## config.mk

```make
export PLATFORM = sky130hd
export DESIGN_NAME = sss_selector
export DESIGN_NICKNAME = d
export VERILOG_FILES = /design/src/logic/sss_pkg.sv /design/src/logic/sss_selector.sv
export VERILOG_INCLUDE_DIRS = /design/src /design/src/logic
export SDC_FILE = /design/constraint.sdc
export NUM_CORES = 1
export LEC_CHECK = 0
export ABC_AREA = 1
export CAP_MARGIN = 10
export CORE_ASPECT_RATIO = 1.25
export CORE_MARGIN = 4
export CORE_UTILIZATION = 45
export CTS_BUF_LIST = sky130_fd_sc_hd__clkbuf_2
export DETAILED_ROUTE_END_ITERATION = 10
export DONT_BUFFER_PORTS = 1
export PLACE_DENSITY = 0.57
export SYNTH_ARGS = -nofsm -noshare
export SYNTH_HDL_FRONTEND = slang
export SYNTH_SLANG_ARGS = --single-unit
```

## constraint.sdc

```tcl
create_clock -name pclk -period 3.2 [get_ports pclk]
set_input_delay 0.48 -clock pclk [delete_from_list [all_inputs] [get_ports pclk]]
set_output_delay 0.48 -clock pclk [all_outputs]
set_load 0.03 [all_outputs]
```

## src/logic/sss_map.svh

```systemverilog
// Register offsets, field positions, reset values and timing counts
`ifndef SSS_MAP_SVH
`define SSS_MAP_SVH
`define SSS_OFF_SEL 8'h00
`define SSS_OFF_HOLD 8'h04
`define SSS_OFF_TORQ 8'h08
`define SSS_OFF_CMD 8'h0C
`define SSS_OFF_STAT 8'h10
`define SSS_OFF_IRQ 8'h14
`define SSS_OFF_MASK 8'h18
`define SSS_SEL_SUP 3:0
`define SSS_SEL_SOFF 7:4
`define SSS_SEL_ALM 11:8
`define SSS_SEL_LIM 13:12
`define SSS_SEL_UV 16
`define SSS_CMD_ON 0
`define SSS_CMD_ACLR 1
`define SSS_RST_SUP 4'h0
`define SSS_RST_SOFF 4'h0
`define SSS_RST_ALM 4'h0
`define SSS_RST_LIM 2'h0
`define SSS_RST_UV 1'h1
`define SSS_RST_HOLD 11'h046
`define SSS_RST_TORQ 9'h000
`define SSS_STD_MAX 4'h9
`define SSS_ALM_MAX 4'h7
`define SSS_LIM_MAX 2'h2
`define SSS_HOLD_MIN 11'h046
`define SSS_HOLD_OFF 11'h7D0
`define SSS_TORQ_MAX 9'h1F4
`define SSS_TIME_MS 1
`define SSS_CLK_MHZ 100
`define SSS_CYC_PER_MS (`SSS_TIME_MS * `SSS_CLK_MHZ * 1000)
`define SSS_IRQ_W 3
`define SSS_IRQ_LOSS 0
`define SSS_IRQ_UV 1
`define SSS_IRQ_STOP 2
`endif

```

## src/logic/sss_pkg.sv

```systemverilog
// Types shared by the stop sequence selector
`default_nettype none
package sss_pkg;
   typedef enum logic [1:0] {
      SSS_D_BRAKE = 2'h0,
      SSS_D_FREE = 2'h1,
      SSS_D_ESTOP = 2'h2
   } sss_decel_t;
   typedef enum logic [1:0] {
      SSS_A_BRAKE = 2'h0,
      SSS_A_FREE = 2'h1,
      SSS_A_LIMIT = 2'h2
   } sss_after_t;
   typedef enum logic [1:0] {
      SSS_ST_OFF = 2'h0,
      SSS_ST_RUN = 2'h1,
      SSS_ST_DECEL = 2'h3,
      SSS_ST_AFTER = 2'h2
   } sss_state_t;
   typedef struct packed {
      sss_decel_t decel;
      sss_after_t after;
      logic clr_decel;
      logic clr_after;
   } sss_mode_t;
   typedef struct packed {
      logic brake;
      logic free_run;
      logic servo_free;
      logic estop;
      logic energised;
      logic err_clear;
      logic prohibit_zero_torque;
      logic [8:0] torque_limit;
   } sss_drive_t;
endpackage
`default_nettype wire

```

## src/logic/sss_selector.sv

```systemverilog
// Stop sequence selector for a servo drive with an APB register slave
`include "sss_map.svh"
`default_nettype none
// How it works
// - Supply-loss stop select holds 0 to 9, resets to 0.
// - Codes 0-9 pick decel and after-stop behaviour; all clear the counter.
// - Decel ends at first low-speed sample; after-stop then holds.
// - Emergency-stop decel keeps servo energised with limited torque.
// - Alarm during supply loss uses the alarm stop select.
// - In servo-off, alarms use alarm select, supply loss uses its own.
// - Undervoltage select 0: servo off on loss, back on when restored.
// - Undervoltage select 1: loss while servo-on raises alarm 13.1.
// - Loss is detected after hold time of 70 to 1999 ms.
// - Hold time of 2000 disables supply-loss detection.
// - Alarm stop select holds 0 to 7, resets to 0.
// - Alarm codes 4-7 add emergency stop, else mirror 0-3.
// - Emergency stop only for alarms that support it.
// - Emergency stop torque limit 0 to 500 percent of rated.
// - Estop torque applies for limit code 2, codes 8 or 9, and alarm codes 4-7 on capable alarms.
// - Estop torque of 0 falls back to the normal limit.
// - Servo-off stop select 0 to 9 uses the supply-loss encoding.
// - Limit code 2 stops by estop holding the error counter.
module sss_selector
   import sss_pkg::*;
#(
   parameter int CYC_PER_MS = `SSS_CYC_PER_MS
) (
   input wire logic pclk,
   input wire logic presetn,
   input wire logic psel,
   input wire logic penable,
   input wire logic pwrite,
   input wire logic [7:0] paddr,
   input wire logic [31:0] pwdata,
   output logic [31:0] prdata,
   output logic pready,
   output logic pslverr,
   input wire logic mains_ok,
   input wire logic alarm_in,
   input wire logic alarm_estop_capable,
   input wire logic prohibit_in,
   input wire logic speed_low,
   input wire logic [8:0] normal_torque_limit,
   output sss_drive_t drive,
   output logic alarm_13_1,
   output logic irq
);

   function automatic sss_mode_t dec_std(input logic [3:0] c);
      sss_mode_t m;
      m.clr_decel = 1'b1;
      m.clr_after = 1'b1;
      m.decel = c[0] ? SSS_D_FREE : SSS_D_BRAKE;
      m.after = c[1] ? SSS_A_FREE : SSS_A_BRAKE;
      if (c == 4'h8 || c == 4'h9) begin
         m.decel = SSS_D_ESTOP;
         m.after = c[0] ? SSS_A_FREE : SSS_A_BRAKE;
      end
      return m;
   endfunction

   function automatic sss_mode_t dec_alm(input logic [3:0] c,
                                         input logic cap);
      sss_mode_t m;
      m = dec_std({2'h0, c[1:0]});
      if (c[2] && cap) begin
         m.decel = SSS_D_ESTOP;
      end
      return m;
   endfunction

   function automatic sss_mode_t dec_lim(input logic [1:0] c);
      sss_mode_t m;
      m.after = SSS_A_LIMIT;
      m.clr_decel = 1'b1;
      m.clr_after = 1'b0;
      m.decel = (c == 2'h1) ? SSS_D_FREE : SSS_D_BRAKE;
      if (c == `SSS_LIM_MAX) begin
         m.decel = SSS_D_ESTOP;
         m.clr_decel = 1'b0;
      end
      return m;
   endfunction

   localparam int MSW = $clog2(CYC_PER_MS + 1);

   logic [3:0] sup_sel_ff;
   logic [3:0] soff_sel_ff;
   logic [3:0] alm_sel_ff;
   logic [1:0] lim_sel_ff;
   logic uv_sel_ff;
   logic [10:0] hold_ff;
   logic [8:0] etorq_ff;
   logic servo_req_ff;
   logic [`SSS_IRQ_W-1:0] irq_ff;
   logic [`SSS_IRQ_W-1:0] mask_ff;
   logic [31:0] prdata_ff;
   logic [MSW-1:0] div_ff;
   logic [10:0] loss_ms_ff;
   logic lost_ff;
   logic uv_alarm_ff;
   logic alarm_d_ff;
   logic lim_d_ff;
   logic lim_code2_ff;
   logic lim_cleared_ff;
   sss_state_t state_ff;
   sss_state_t nxt_state;
   sss_mode_t mode_ff;
   sss_mode_t nxt_mode;
   sss_drive_t drive_ff;
   sss_drive_t nxt_drive;

   wire setup = psel & ~penable;
   wire access = psel & penable;
   wire wr = access & pwrite;
   wire a_sel = paddr == `SSS_OFF_SEL;
   wire a_hold = paddr == `SSS_OFF_HOLD;
   wire a_torq = paddr == `SSS_OFF_TORQ;
   wire a_cmd = paddr == `SSS_OFF_CMD;
   wire a_stat = paddr == `SSS_OFF_STAT;
   wire a_irq = paddr == `SSS_OFF_IRQ;
   wire a_mask = paddr == `SSS_OFF_MASK;
   wire a_any = a_sel | a_hold | a_torq | a_cmd | a_stat | a_irq | a_mask;

   wire [3:0] w_sup = pwdata[`SSS_SEL_SUP];
   wire [3:0] w_soff = pwdata[`SSS_SEL_SOFF];
   wire [3:0] w_alm = pwdata[`SSS_SEL_ALM];
   wire [1:0] w_lim = pwdata[`SSS_SEL_LIM];
   wire [10:0] w_hold = pwdata[10:0];
   wire [8:0] w_torq = pwdata[8:0];
   wire sel_ok = (w_sup <= `SSS_STD_MAX) & (w_soff <= `SSS_STD_MAX)
               & (w_alm <= `SSS_ALM_MAX) & (w_lim <= `SSS_LIM_MAX);
   wire hold_ok = (w_hold >= `SSS_HOLD_MIN) & (w_hold <= `SSS_HOLD_OFF);
   wire torq_ok = w_torq <= `SSS_TORQ_MAX;
   wire range_bad = pwrite & ((a_sel & ~sel_ok) | (a_hold & ~hold_ok)
                  | (a_torq & ~torq_ok));
   wire wr_sel = wr & a_sel & sel_ok;
   wire wr_hold = wr & a_hold & hold_ok;
   wire wr_torq = wr & a_torq & torq_ok;
   wire wr_cmd = wr & a_cmd;
   wire wr_irq = wr & a_irq;
   wire wr_mask = wr & a_mask;
   wire alarm_clr = wr_cmd & pwdata[`SSS_CMD_ACLR];

   assign pready = 1'b1;
   assign pslverr = access & (~a_any | range_bad);
   assign prdata = prdata_ff;

   wire [31:0] rd_sel = {15'h0000, uv_sel_ff, 2'h0, lim_sel_ff,
                         alm_sel_ff, soff_sel_ff, sup_sel_ff};
   wire [31:0] rd_stat = {26'h0000000, mains_ok, lost_ff, uv_alarm_ff,
                          speed_low, state_ff};
   wire [31:0] rd_mux =
        a_sel ? rd_sel :
        a_hold ? {21'h000000, hold_ff} :
        a_torq ? {23'h000000, etorq_ff} :
        a_cmd ? {31'h00000000, servo_req_ff} :
        a_stat ? rd_stat :
        a_irq ? {29'h00000000, irq_ff} :
        a_mask ? {29'h00000000, mask_ff} : 32'h00000000;

   // Millisecond tick
   wire ms_tick = div_ff == MSW'(CYC_PER_MS - 1);
   wire loss_en = hold_ff != `SSS_HOLD_OFF;
   wire loss_hit = loss_en & ~mains_ok & ~lost_ff & (loss_ms_ff >= hold_ff);
   wire alarm_any = alarm_in | uv_alarm_ff;
   wire alarm_rise = alarm_any & ~alarm_d_ff;
   wire lim_rise = prohibit_in & ~lim_d_ff;
   wire uv_set = loss_hit & uv_sel_ff & (state_ff == SSS_ST_RUN);
   wire run_ok = servo_req_ff & ~lost_ff & ~alarm_any & ~prohibit_in;
   wire low_now = speed_low;

   logic [`SSS_IRQ_W-1:0] irq_ev;
   assign irq_ev[`SSS_IRQ_LOSS] = loss_hit;
   assign irq_ev[`SSS_IRQ_UV] = uv_set;
   assign irq_ev[`SSS_IRQ_STOP] = (state_ff == SSS_ST_DECEL) & low_now;
   assign irq = |(irq_ff & mask_ff);
   assign alarm_13_1 = uv_alarm_ff;

   // Mode chosen for a new stop cause; alarm outranks supply loss
   wire sm_alarm = alarm_rise | uv_set;
   wire sm_loss = loss_hit & ~uv_sel_ff;
   wire sm_loss_off = loss_hit & (state_ff != SSS_ST_RUN);
   wire sm_soff = (state_ff == SSS_ST_RUN) & ~servo_req_ff;
   wire sm_lim = (state_ff == SSS_ST_RUN) & lim_rise;
   wire new_cause = sm_alarm | sm_loss | sm_loss_off | sm_soff | sm_lim;
   sss_mode_t mode_alm;
   sss_mode_t mode_sup;
   sss_mode_t mode_soff;
   sss_mode_t mode_lim;
   assign mode_alm = dec_alm(alm_sel_ff, alarm_estop_capable);
   assign mode_sup = dec_std(sup_sel_ff);
   assign mode_soff = dec_std(soff_sel_ff);
   assign mode_lim = dec_lim(lim_sel_ff);

   always_comb begin
      nxt_mode = mode_ff;
      if (sm_alarm) begin
         nxt_mode = mode_alm;
      end else if (sm_loss | sm_loss_off) begin
         nxt_mode = mode_sup;
      end else if (sm_lim) begin
         nxt_mode = mode_lim;
      end else if (sm_soff) begin
         nxt_mode = mode_soff;
      end
   end

   always_comb begin
      nxt_state = state_ff;
      case (state_ff)
         SSS_ST_OFF: begin
            if (new_cause) begin
               nxt_state = low_now ? SSS_ST_AFTER : SSS_ST_DECEL;
            end else if (run_ok) begin
               nxt_state = SSS_ST_RUN;
            end
         end
         SSS_ST_RUN: begin
            if (new_cause) begin
               nxt_state = SSS_ST_DECEL;
            end
         end
         SSS_ST_DECEL: begin
            if (low_now) begin
               nxt_state = SSS_ST_AFTER;
            end
         end
         SSS_ST_AFTER: begin
            if (new_cause & ~low_now) begin
               nxt_state = SSS_ST_DECEL;
            end else if (run_ok) begin
               nxt_state = SSS_ST_RUN;
            end
         end
         default: begin
            nxt_state = SSS_ST_OFF;
         end
      endcase
   end

   // Drive outputs for the state being entered
   wire [8:0] etorq_eff = (etorq_ff == `SSS_RST_TORQ) ?
                          normal_torque_limit : etorq_ff;
   always_comb begin
      nxt_drive = '0;
      nxt_drive.torque_limit = normal_torque_limit;
      case (nxt_state)
         SSS_ST_RUN: begin
            nxt_drive.energised = 1'b1;
         end
         SSS_ST_DECEL: begin
            nxt_drive.err_clear = nxt_mode.clr_decel;
            case (nxt_mode.decel)
               SSS_D_ESTOP: begin
                  nxt_drive.estop = 1'b1;
                  nxt_drive.energised = 1'b1;
                  nxt_drive.torque_limit = etorq_eff;
               end
               SSS_D_FREE: begin
                  nxt_drive.free_run = 1'b1;
               end
               default: begin
                  nxt_drive.brake = 1'b1;
               end
            endcase
         end
         SSS_ST_AFTER: begin
            nxt_drive.err_clear = nxt_mode.clr_after;
            case (nxt_mode.after)
               SSS_A_LIMIT: begin
                  nxt_drive.energised = 1'b1;
                  nxt_drive.prohibit_zero_torque = ~lim_code2_ff;
                  nxt_drive.err_clear = lim_code2_ff & ~lim_cleared_ff;
               end
               SSS_A_FREE: begin
                  nxt_drive.servo_free = 1'b1;
               end
               default: begin
                  nxt_drive.brake = 1'b1;
               end
            endcase
         end
         default: begin
            nxt_drive.servo_free = 1'b1;
         end
      endcase
   end
   assign drive = drive_ff;

   always_ff @(posedge pclk or negedge presetn) begin
      if (!presetn) begin
         sup_sel_ff <= `SSS_RST_SUP;
         soff_sel_ff <= `SSS_RST_SOFF;
         alm_sel_ff <= `SSS_RST_ALM;
         lim_sel_ff <= `SSS_RST_LIM;
         uv_sel_ff <= `SSS_RST_UV;
      end else if (wr_sel) begin
         sup_sel_ff <= w_sup;
         soff_sel_ff <= w_soff;
         alm_sel_ff <= w_alm;
         lim_sel_ff <= w_lim;
         uv_sel_ff <= pwdata[`SSS_SEL_UV];
      end
   end

   always_ff @(posedge pclk or negedge presetn) begin
      if (!presetn) begin
         hold_ff <= `SSS_RST_HOLD;
         etorq_ff <= `SSS_RST_TORQ;
         servo_req_ff <= 1'b0;
         mask_ff <= '0;
         prdata_ff <= 32'h00000000;
      end else begin
         if (wr_hold) begin
            hold_ff <= w_hold;
         end
         if (wr_torq) begin
            etorq_ff <= w_torq;
         end
         if (wr_cmd) begin
            servo_req_ff <= pwdata[`SSS_CMD_ON];
         end
         if (wr_mask) begin
            mask_ff <= pwdata[`SSS_IRQ_W-1:0];
         end
         if (setup) begin
            prdata_ff <= rd_mux;
         end
      end
   end

   // Sticky events, write one to clear, a new event wins
   always_ff @(posedge pclk or negedge presetn) begin
      if (!presetn) begin
         irq_ff <= '0;
      end else begin
         irq_ff <= (irq_ff & ~(wr_irq ? pwdata[`SSS_IRQ_W-1:0] : '0))
                   | irq_ev;
      end
   end

   // Supply-loss timing in whole milliseconds
   always_ff @(posedge pclk or negedge presetn) begin
      if (!presetn) begin
         div_ff <= '0;
         loss_ms_ff <= '0;
         lost_ff <= 1'b0;
      end else begin
         div_ff <= (ms_tick | mains_ok) ? '0 : div_ff + MSW'(1);
         if (mains_ok) begin
            loss_ms_ff <= '0;
         end else if (ms_tick && loss_ms_ff != `SSS_HOLD_OFF) begin
            loss_ms_ff <= loss_ms_ff + 11'h001;
         end
         if (mains_ok | ~loss_en) begin
            lost_ff <= 1'b0;
         end else if (loss_hit) begin
            lost_ff <= 1'b1;
         end
      end
   end

   always_ff @(posedge pclk or negedge presetn) begin
      if (!presetn) begin
         uv_alarm_ff <= 1'b0;
         alarm_d_ff <= 1'b0;
         lim_d_ff <= 1'b0;
      end else begin
         alarm_d_ff <= alarm_any;
         lim_d_ff <= prohibit_in;
         if (uv_set) begin
            uv_alarm_ff <= 1'b1;
         end else if (alarm_clr & mains_ok) begin
            uv_alarm_ff <= 1'b0;
         end
      end
   end

   always_ff @(posedge pclk or negedge presetn) begin
      if (!presetn) begin
         state_ff <= SSS_ST_OFF;
         mode_ff <= '0;
         drive_ff <= '0;
         lim_code2_ff <= 1'b0;
         lim_cleared_ff <= 1'b0;
      end else begin
         state_ff <= nxt_state;
         mode_ff <= nxt_mode;
         drive_ff <= nxt_drive;
         if (sm_lim) begin
            lim_code2_ff <= lim_sel_ff == `SSS_LIM_MAX;
         end
         if (nxt_state != SSS_ST_AFTER) begin
            lim_cleared_ff <= 1'b0;
         end else begin
            lim_cleared_ff <= 1'b1;
         end
      end
   end

endmodule
`default_nettype wire

```

==> results.sh, run 1 <==
export IMPL_slowest_delay_ns=0.57
export IMPL_r2r_start="hold_ff[6]"
export IMPL_drive_gt1_share_pct=10.1
export IMPL_ctsHtreeMaxLevel=4
export IMPL_syn_to_final_growth_pct=11.1
export IMPL_syn_avg_cell_area_sq_um=8.02
export IMPL_wl_um=16500
export IMPL_path_cells="inv_1 -> ha_1 -> nand2_1 -> inv_1 -> nand2_1 -> nand2_1 -> nand2_1 -> nand2_1 -> o21ai_4 -> inv_1 -> nand3_1 -> nand2_1 -> inv_2 -> nand2_1 -> nand3_1 -> inv_1 -> ha_4 -> buf_12 -> o21ai_0 -> nand4_1 -> nand2_1"
export IMPL_holdWs_ns=0.0770
export IMPL_fp_dieH_um=142
export IMPL_hold_path_class="input pin to flop"
export IMPL_place_hpwl_um=12200
export IMPL_crit_fanout=13
export IMPL_initial_core_util_pct=46.1
export IMPL_worstSetupStartpointType="flop"
export IMPL_synthArstFlopShare_pct=100
export IMPL_wire_per_inst_um=15.9
export IMPL_grt_pass1_vias=5290
export IMPL_syn_cell_area_sq_mm=0.00643
export IMPL_cts_reportedPaths_clkPinSlew_ns=0.16
export IMPL_post_synth_top_area_fraction_pct=43.2
export IMPL_dr_pass1_iters=6
export IMPL_setup_viol=0
export IMPL_vias_per_cell=5.29
export IMPL_leakage_nw=3.44
export IMPL_max_slew_margin_pct=45.3
export IMPL_hp_start="paddr[2]"
export IMPL_row_count=48
export IMPL_vias=5483
export IMPL_synth_edf_count=0
export IMPL_rrSetupSlack_ns=0.24
export IMPL_synth_seq_area_share_pct=44.8
export IMPL_place_ws_ns=-0.0187
export IMPL_worstMarginPinSlew_ns=0.836
export IMPL_power_density_mw_per_mm2=473
export IMPL_ant_nets=0
export IMPL_whs_endpoint="servo_req_ff"
export IMPL_ys_seq_elements=115
export IMPL_cp_common_cell="nand2_1"
export IMPL_rsz0062_at_grt="false"
export IMPL_cp_top_family="simple AND/OR/NAND/NOR gates"
export IMPL_cts_made_buffers=17
export IMPL_worstRegToRegCells=21
export IMPL_place_inst=970
export IMPL_track_usage_pct=20.9
export IMPL_fin_tns_setup_ns=0
export IMPL_drtIter0Drc=460
export IMPL_gp_congestion=0.891
export IMPL_yosysUniqueCellTypes=50
export IMPL_cp_required_ns=3.83
export IMPL_fmax_mhz=338
export IMPL_ctsLongestPathBuffers=2
export IMPL_critical_path_endpoint_type="flop"
export IMPL_outcome="completed"
export IMPL_io_pins=111
export IMPL_tritoncts="yes"
export IMPL_finish_utilization_pct=51.3
export IMPL_grt_pass1_wl_um=26500
export IMPL_yosys_area_top_type="dfrtp_1"
export IMPL_path_class="flop to flop"
export IMPL_yosysWarningCount=0
export IMPL_min_period_over_period_pct=92.5
export IMPL_r2r_end="drive[2]"
export IMPL_core_area_sq_mm=0.0139
export IMPL_grt_remaining_overflow=0
export IMPL_min_period_ns=2.96
export IMPL_port_buffers=0
export IMPL_cp_slowest_cell="dfstp_2"
export IMPL_cp_buffers_inverters=6
export IMPL_fin_ws_ns=0.239
export IMPL_cp_data_arrival_time_ns=3.59
export IMPL_nNetsFinal=924
export IMPL_final_cells=1036
export IMPL_ir_drop_uv=289
export IMPL_synth_main_ff_cell="dfrtp_1"
export IMPL_synthTopCellsByArea="dfrtp_1, nand2_1, inv_1"
export IMPL_fin_skew_ns=0.0396
export IMPL_syn_instance_count=802
export IMPL_finalHoldViolations=0
export IMPL_grt_max_degree=116
export IMPL_dieArea_sq_mm=0.0163
export IMPL_clk_latency_ns=0.70
export IMPL_drv_slew=0
export IMPL_die_w_um=115
export IMPL_drc=0
export IMPL_hold_depth=4
export IMPL_clockRootBuffer="clkbuf_2"
export IMPL_cts_sinks=115
export IMPL_antenna_found_initial=1
export IMPL_drv_cap=0
==> registers in the layout, summed over array words and instances, names as in the netlist, 6 cells and up <==
name        cells
div_ff         17
drive          16
prdata         15
hold_ff        11
loss_ms_ff     11
etorq_ff        9
mode_ff         6
==> report_power, final <==
part | switching (mW) | internal (mW) | leakage [nW]
combinational | 0.406 | 0.201 | 1.85
clock | 0.528 | 0.429 | 0.142
sequential | 0.240 | 1.58 | 1.44
==> through the flow <==
stage          cell area, sq um  total power [mW]
6_report                   7150              3.38
2_1_floorplan              6490              2.26
3_5_place_dp               6550              2.35
4_1_cts                    7100              3.39
3_3_place_gp               6550              2.34
5_1_grt                    7150              3.58
==> tightest hold or removal path, stage by stage <==
cell     delay (ns)
nand3_1        0.06
nor2_1         0.05
nand2_1        0.09
o21ai_0        0.07
==> synth_stat cells, types with 10 or more instances <==
library cell and number:
o21ai_0 66, dfrtp_1 111, nor3_1 15, a21oi_1 27, nand3_1 35, o21ai_1 10
inv_1 109, nor2_1 53, o31ai_1 10, ha_1 18, nand2_1 203, nand4_1 20
buf_4 21
==> how the worst max path moves through the flow <==
stage	end	slack [ns]	from	cells after the start
6_report	drive[2]	0.24	hold_ff[6]	21
5_1_grt	drive[5]	0.02	hold_ff[6]	21
4_1_cts	drive[8]	0.09	hold_ff[6]	21
3_5_place_dp	drive[8]	-0.02	hold_ff[6]	21
3_3_place_gp	drive[8]	0.13	hold_ff[6]	21
2_1_floorplan	drive[1]	0.34	hold_ff[6]	22
==> final cells by class <==
| class | count | area, sq um |
|---|---|---|
| sequential | 115 | 2880 |
| inverter | 118 | 455 |
| clock buffer | 21 | 105 |
| antenna | 1 | 2.50 |
| fill | 1370 | 6790 |
| tap | 175 | 219 |
| multi-input combinational | 551 | 2930 |
| timing repair buffer | 44 | 435 |
| clock inverter | 11 | 120 |
==> metal layers <==
layer / wire length (um) / track usage, % / up-vias
met4: 634 / 9.21 / 0
met2: 8480 / 36.1 / 163
met1: 6640 / 24.5 / 2591
met3: 759 / 5.03 / 41
li1: - / - / 2688
met5: 0 / 0 / -
==> what timing repair did <==
item,4_1_cts,5_1_grt
hold endpoints to repair,181,0
cloned,0,0
buffers inserted,0,3
endpoints found under the setup margin,1,7
hold buffers,30,0
pin swaps,0,0
gates resized for setup,1,2
==> cells in the final DEF, fill, tap and decap left out, drive strengths merged, types with 20 or more instances in the layout <==
cell type and instances:
nand4 20, a21oi 27, nand3 39, inv 116, nand2 211, o21ai 78
dfrtp 111, dlygate4sd3 29, nor2 59, clkbuf 21
==> cell families (layout without fill, tap and decap cells) <==
group	Yosys count	in the layout	synth area share (%)
adders and majority gates	18	18	3.50
buffers and inverters	152	194	10.8
xor gates and xnor gates	8	8	1.09
DFF	115	115	44.8
other	2	19	0.117
AOI/OAI and AO/OA	144	144	13.3
muxes	3	3	0.584
and+or+nand+nor	360	360	25.8
(Power assumes the default switching activity.)
==> run 2, diff against run 1 <==
--- a/config.mk
+++ b/config.mk
@@ -14,6 +14,7 @@
 export CTS_BUF_LIST = sky130_fd_sc_hd__clkbuf_2
 export DETAILED_ROUTE_END_ITERATION = 10
 export DONT_BUFFER_PORTS = 1
+export HOLD_SLACK_MARGIN = 0.12
 export PLACE_DENSITY = 0.57
 export SYNTH_ARGS = -nofsm -noshare
 export SYNTH_HDL_FRONTEND = slang
==> run 2 against run 1 <==
Combinational power up 2%; hold slack better by 0.12 ns; non-clock buffer count up 10; total power up 0.32%; via count up 0.47%; final cell count up 0.97%; largest power group unchanged; largest cell class unchanged; sequential share of layout area down 0.56 points; flip-flop and latch count unchanged; wire length up 1.5%.
==> results.sh, run 2 (same netlist as run 1, synthesis figures left out) <==
export IMPL_outcome="completed"
export IMPL_drive_gt1_share_pct=10.0
export IMPL_ctsLongestPathBuffers=2
export IMPL_finish_utilization_pct=52.0
export IMPL_leakage_nw=3.47
export IMPL_grt_pass1_wl_um=26900
export IMPL_drtIter0Drc=411
export IMPL_min_period_over_period_pct=92.2
export IMPL_initial_core_util_pct=46.1
export IMPL_num_fill_cells=1362
export IMPL_power_internal_mw=2.21
export IMPL_ctsHtreeMaxLevel=4
export IMPL_vias_per_cell=5.27
export IMPL_cp_required_ns=3.83
export IMPL_critical_path_endpoint_type="flop"
export IMPL_p_switching_mw=1.18
export IMPL_drc=0
export IMPL_pwr_share_comb_pct=18.2
export IMPL_grt_max_degree=116
export IMPL_syn_to_final_growth_pct=12.7
export IMPL_port_buffers=0
export IMPL_clockRootBuffer="clkbuf_2"
export IMPL_finalHoldViolations=0
export IMPL_worstMarginPinSlew_ns=0.807
export IMPL_track_usage_pct=21.3
export IMPL_max_flop_register="div_ff"
export IMPL_dr_pass1_iters=6
export IMPL_cts_made_buffers=17
export IMPL_seqPwrFrac_pct=53.5
export IMPL_drv_cap=0
export IMPL_fp_dieH_um=142
export IMPL_mostFrequentLayoutCell="nand2_1"
export IMPL_drv_slew=0
export IMPL_die_w_um=115
export IMPL_nNetsFinal=934
export IMPL_largest_reg_flops=17
export IMPL_core_area_sq_mm=0.0139
export IMPL_worstSetupStartpointType="flop"
export IMPL_fin_skew_ns=0.0353
export IMPL_hold_path_class="input pin to flop"
export IMPL_cts_reportedPaths_clkPinSlew_ns=0.16
export IMPL_io_pins=111
export IMPL_tritoncts="yes"
export IMPL_ant_nets=0
export IMPL_final_cell_mix="nand2_1, dfrtp_1, inv_1, o21ai_0, nor2_1"
export IMPL_row_count=48
export IMPL_swShare_pct=34.8
export IMPL_crit_fanout=13
export IMPL_grt_remaining_overflow=0
export IMPL_vias=5509
export IMPL_power_density_mw_per_mm2=468
export IMPL_antenna_found_initial=1
export IMPL_clk_latency_ns=0.70
export IMPL_max_slew_margin_pct=47.2
export IMPL_dieArea_sq_mm=0.0163
export IMPL_gp_congestion=0.891
export IMPL_grt_pass1_vias=5360
export IMPL_wl_um=16800
export IMPL_path_class="flop to flop"
export IMPL_fmax_mhz=339
export IMPL_holdWs_ns=0.200
export IMPL_clkPwrFrac_pct=28.3
export IMPL_setup_viol=0
export IMPL_rsz0062_at_grt="false"
export IMPL_wire_per_inst_um=16.0
export IMPL_cp_data_arrival_time_ns=3.58
export IMPL_cts_sinks=115
export IMPL_ir_drop_uv=290
export IMPL_min_period_ns=2.95
export IMPL_place_hpwl_um=12200
run 2: changes by cell type in the layout (fill, tap and decap cells not counted), sizes merged:
cell	change
dlygate4sd3	+10
run 2: stage by stage:
stage | std cells | setup TNS [ns] | total power, mW | setup slack (ns) | instance area (sq um)
4_1_cts | 1042 | 0 | 3.40 | 0.0917 | 7200
3_3_place_gp | 970 | 0 | 2.34 | 0.134 | 6550
5_1_grt | 1046 | 0 | 3.59 | 0.0187 | 7250
6_report | 1046 | 0 | 3.39 | 0.250 | 7250
3_5_place_dp | 970 | -0.0187 | 2.35 | -0.0187 | 6550
2_1_floorplan | 818 | 0 | 2.26 | 0.341 | 6490
run 2: per-layer routing:
layer  up-vias  wire length (um)  GRT usage [%]
met2       152              8620           36.6
met1      2615              6770           25.0
met3        34               745           5.25
met4         0               615           9.02
met5         -                 0              0
li1       2708                 -              -
run 2: what timing repair did:
| action | in CTS | in global routing |
|---|---|---|
| hold buffers | 40 | 0 |
| endpoints found under the setup margin | 1 | 7 |
| gates resized for setup | 1 | 2 |
| hold endpoints to repair | 210 | 0 |
| setup buffers | 0 | 3 |
run 2: final cells by class:
type	count	area [sq um]	area share [%]
clock inverters	11	120	1.66
well taps	175	219	3.02
inverters	118	455	6.28
diodes	1	2.50	0.0345
repair buffers	54	536	7.39
clock buffers	21	105	1.45
flip-flops and latches	115	2880	39.8
multi-input cells	551	2930	40.4
run 2: worst paths after layout:
check                           startpoint  cells after the start  slack [ns]             to
max in group asynchronous          presetn                      2        2.34    etorq_ff[7]
min in group asynchronous          presetn                      2        0.35     prdata[16]
worst min register to register   div_ff[0]                      1        0.50      div_ff[0]
worst min-delay path            pwdata[12]                      4        0.20  alm_sel_ff[3]
worst max-delay path            hold_ff[6]                     21        0.25       drive[2]
worst max register to register  hold_ff[6]                     21        0.25       drive[2]
run 2: critical path, stage by stage (launching register included):
cell and delay [ns]:
dfstp_2 0.57, inv_1 0.05, ha_1 0.31, nand2_1 0.09
inv_1 0.05, nand2_1 0.06, nand2_1 0.05, nand2_1 0.05
nand2_1 0.08, o21ai_4 0.16, inv_1 0.12, nand3_1 0.12
nand2_1 0.11, inv_2 0.10, nand2_1 0.06, nand3_1 0.15
inv_1 0.10, ha_4 0.19, buf_12 0.13, o21ai_0 0.16
nand4_1 0.11, nand2_1 0.10
run 2: power by group through the flow:
stage	combinational [mW]	sequential, mW	clock, mW
global route	0.694	1.83	1.06
CTS	0.591	1.82	0.991
finish	0.616	1.82	0.960
detailed placement	0.510	1.84	0
floorplan	0.439	1.82	0
global placement	0.494	1.84	0
==> run 3, diff against run 2 <==
--- a/config.mk
+++ b/config.mk
@@ -16,6 +16,7 @@
 export DONT_BUFFER_PORTS = 1
 export HOLD_SLACK_MARGIN = 0.12
 export PLACE_DENSITY = 0.57
+export REMOVE_ABC_BUFFERS = 1
 export SYNTH_ARGS = -nofsm -noshare
 export SYNTH_HDL_FRONTEND = slang
 export SYNTH_SLANG_ARGS = --single-unit
==> run 3 against run 2 <==
Non-clock buffer count shrank 9; first-iteration DRC count shrank 1.7%; clock-buffer cell count grew 1; critical path depth shrank 1; flip-flop and latch count is the same; total power shrank 7.4%; final cell count shrank 0.86%; sequential share of layout area grew 0.91 points; die area is the same; wire length grew 1.3%; register-to-register slack lost 0.03 ns.
==> results.sh, run 3 (same netlist as run 1, synthesis figures left out) <==
export IMPL_cts_made_buffers=17
export IMPL_cts_sinks=115
export IMPL_hp_start="paddr[6]"
export IMPL_vias=5542
export IMPL_die_w_um=115
export IMPL_clkPwrFrac_pct=23.2
export IMPL_vias_per_cell=5.34
export IMPL_dr_pass1_iters=7
export IMPL_drv_slew=0
export IMPL_tritoncts="yes"
export IMPL_ctsHtreeMaxLevel=4
export IMPL_worstMarginPinSlew_ns=0.786
export IMPL_grt_pass1_vias=5498
export IMPL_wire_per_inst_um=16.4
export IMPL_drtIter0Drc=404
export IMPL_crit_fanout=10
export IMPL_finalHoldViolations=0
export IMPL_path_class="flop to flop"
export IMPL_cp_common_cell="nand2_1"
export IMPL_cp_data_arrival_time_ns=3.60
export IMPL_cp_required_ns=3.82
export IMPL_syn_to_final_growth_pct=10.2
export IMPL_fin_skew_ns=0.0289
export IMPL_largest_reg_flops=17
export IMPL_initial_core_util_pct=46.1
export IMPL_cp_top_family="simple AND/OR/NAND/NOR gates"
export IMPL_power_density_mw_per_mm2=443
export IMPL_ant_nets=0
export IMPL_critical_path_endpoint_type="flop"
export IMPL_final_cell_mix="nand2_1, dfrtp_1, inv_1, o21ai_0, nor2_1"
export IMPL_place_hpwl_um=12600
export IMPL_core_area_sq_mm=0.0139
export IMPL_row_count=48
export IMPL_max_slew_margin_pct=48.5
export IMPL_nNetsFinal=925
export IMPL_r2r_end="drive[3]"
export IMPL_cp_slowest_cell="dfstp_2"
export IMPL_p_switching_mw=1.17
export IMPL_whs_endpoint="prdata[10]"
export IMPL_rsz0062_at_grt="false"
export IMPL_min_period_ns=2.98
export IMPL_pwr_share_comb_pct=19.0
export IMPL_drc=0
export IMPL_dieArea_sq_mm=0.0163
export IMPL_drv_cap=0
export IMPL_min_period_over_period_pct=93.0
export IMPL_hold_depth=5
export IMPL_worstRegToRegCells=20
export IMPL_path_cells="inv_1 -> ha_1 -> nand2_1 -> inv_1 -> nand2_1 -> nand2_1 -> nand2_1 -> nand2_1 -> o21ai_4 -> buf_4 -> nand2_1 -> inv_1 -> nand2_1 -> nand3_1 -> inv_1 -> ha_4 -> buf_2 -> o21ai_0 -> nand4_1 -> nand2_1"
export IMPL_worstSetupStartpointType="flop"
export IMPL_gp_congestion=0.881
export IMPL_r2r_start="hold_ff[6]"
export IMPL_fp_dieH_um=142
export IMPL_swShare_pct=37.4
export IMPL_rrSetupSlack_ns=0.22
export IMPL_drive_gt1_share_pct=10.2
export IMPL_clockRootBuffer="clkbuf_2"
export IMPL_grt_max_degree=116
export IMPL_cp_buffers_inverters=6
export IMPL_io_pins=111
export IMPL_holdWs_ns=0.190
export IMPL_grt_remaining_overflow=0
export IMPL_fin_tns_setup_ns=0
export IMPL_mostFrequentLayoutCell="nand2_1"
export IMPL_ctsLongestPathBuffers=2
export IMPL_max_flop_register="div_ff"
export IMPL_power_internal_mw=1.97
export IMPL_slowest_delay_ns=0.58
export IMPL_clk_latency_ns=0.69
export IMPL_cts_reportedPaths_clkPinSlew_ns=0.18
export IMPL_seqPwrFrac_pct=57.9
export IMPL_setup_viol=0
export IMPL_outcome="completed"
export IMPL_antenna_found_initial=1
export IMPL_wl_um=17000
export IMPL_ir_drop_uv=235
export IMPL_leakage_nw=3.41
export IMPL_hold_path_class="input pin to flop"
export IMPL_fmax_mhz=336
export IMPL_port_buffers=0
export IMPL_track_usage_pct=21.7
export IMPL_grt_pass1_wl_um=27600
run 3: cell types whose count changed in the layout (fill, tap and decap cells not counted), moves of 3 or more:
cell | previous run | this run
buf_4 | 13 | 9
bufinv_16 | 3 | 0
clkinv_1 | 9 | 6
clkinv_2 | 0 | 5
dlygate4sd3_1 | 39 | 34
run 3: worst max path at each step:
stage	slack, ns	to	cells after the start	from
floorplan	0.42	drive[8]	21	hold_ff[6]
global route	0.009	drive[3]	19	hold_ff[2]
finish	0.22	drive[3]	20	hold_ff[6]
detailed placement	0.04	drive[8]	18	hold_ff[2]
CTS	0.12	drive[8]	18	hold_ff[2]
global placement	0.11	drive[8]	21	hold_ff[6]
run 3: layout make-up:
type / instances / area [sq um]
Clock buffer: 22 / 110
Tap cell: 175 / 219
Clock inverter: 10 / 43.8
Timing Repair Buffer: 45 / 440
Fill cell: 1386 / 6850
Inverter: 118 / 455
Antenna cell: 1 / 2.50
Sequential cell: 115 / 2880
Multi-Input combinational cell: 551 / 2930
run 3: tightest hold or removal path: stages:
cell and delay [ns]:
nor2_2 0.02, nand3_2 0.10, nor2_4 0.07, a21oi_1 0.11
a21oi_1 0.07
run 3: power groups by stage:
stage | logic [mW] | clock network [mW] | registers (mW)
floorplan | 0.389 | 0 | 1.82
global placement | 0.495 | 0 | 1.85
detailed placement | 0.505 | 0 | 1.85
CTS | 0.588 | 0.752 | 1.82
global route | 0.680 | 0.822 | 1.83
finish | 0.595 | 0.728 | 1.82
run 3: per-layer routing:
layer / part of all wire (%) / track usage, % / up-vias
li1: - / - / 2688
met1: 40 / 25.5 / 2671
met2: 52 / 38.0 / 155
met3: 5.4 / 5.46 / 28
met4: 2.5 / 7.85 / 0
met5: 0 / 0 / -
run 3: repair_timing:
item | in CTS | in global routing
setup buffers | 0 | 1
resized for setup | 1 | 5
endpoints found under the hold margin | 207 | 0
gates cloned | 0 | 0
hold buffers | 35 | 0
pin swaps | 0 | 1
endpoints found under the setup margin | 2 | 11
run 3: through the flow:
step | util [%] | setup WS, ns | power [mW] | std cells | instance area [sq um]
final | 50.9 | 0.223 | 3.14 | 1037 | 7090
after global routing | 50.9 | 0.00946 | 3.33 | 1037 | 7090
after CTS | 50.7 | 0.116 | 3.16 | 1035 | 7060
after detailed placement | 46.9 | 0.0377 | 2.36 | 968 | 6540
after global placement | 46.9 | 0.108 | 2.35 | 968 | 6540
after floorplan | - | 0.424 | 2.21 | 784 | 6250
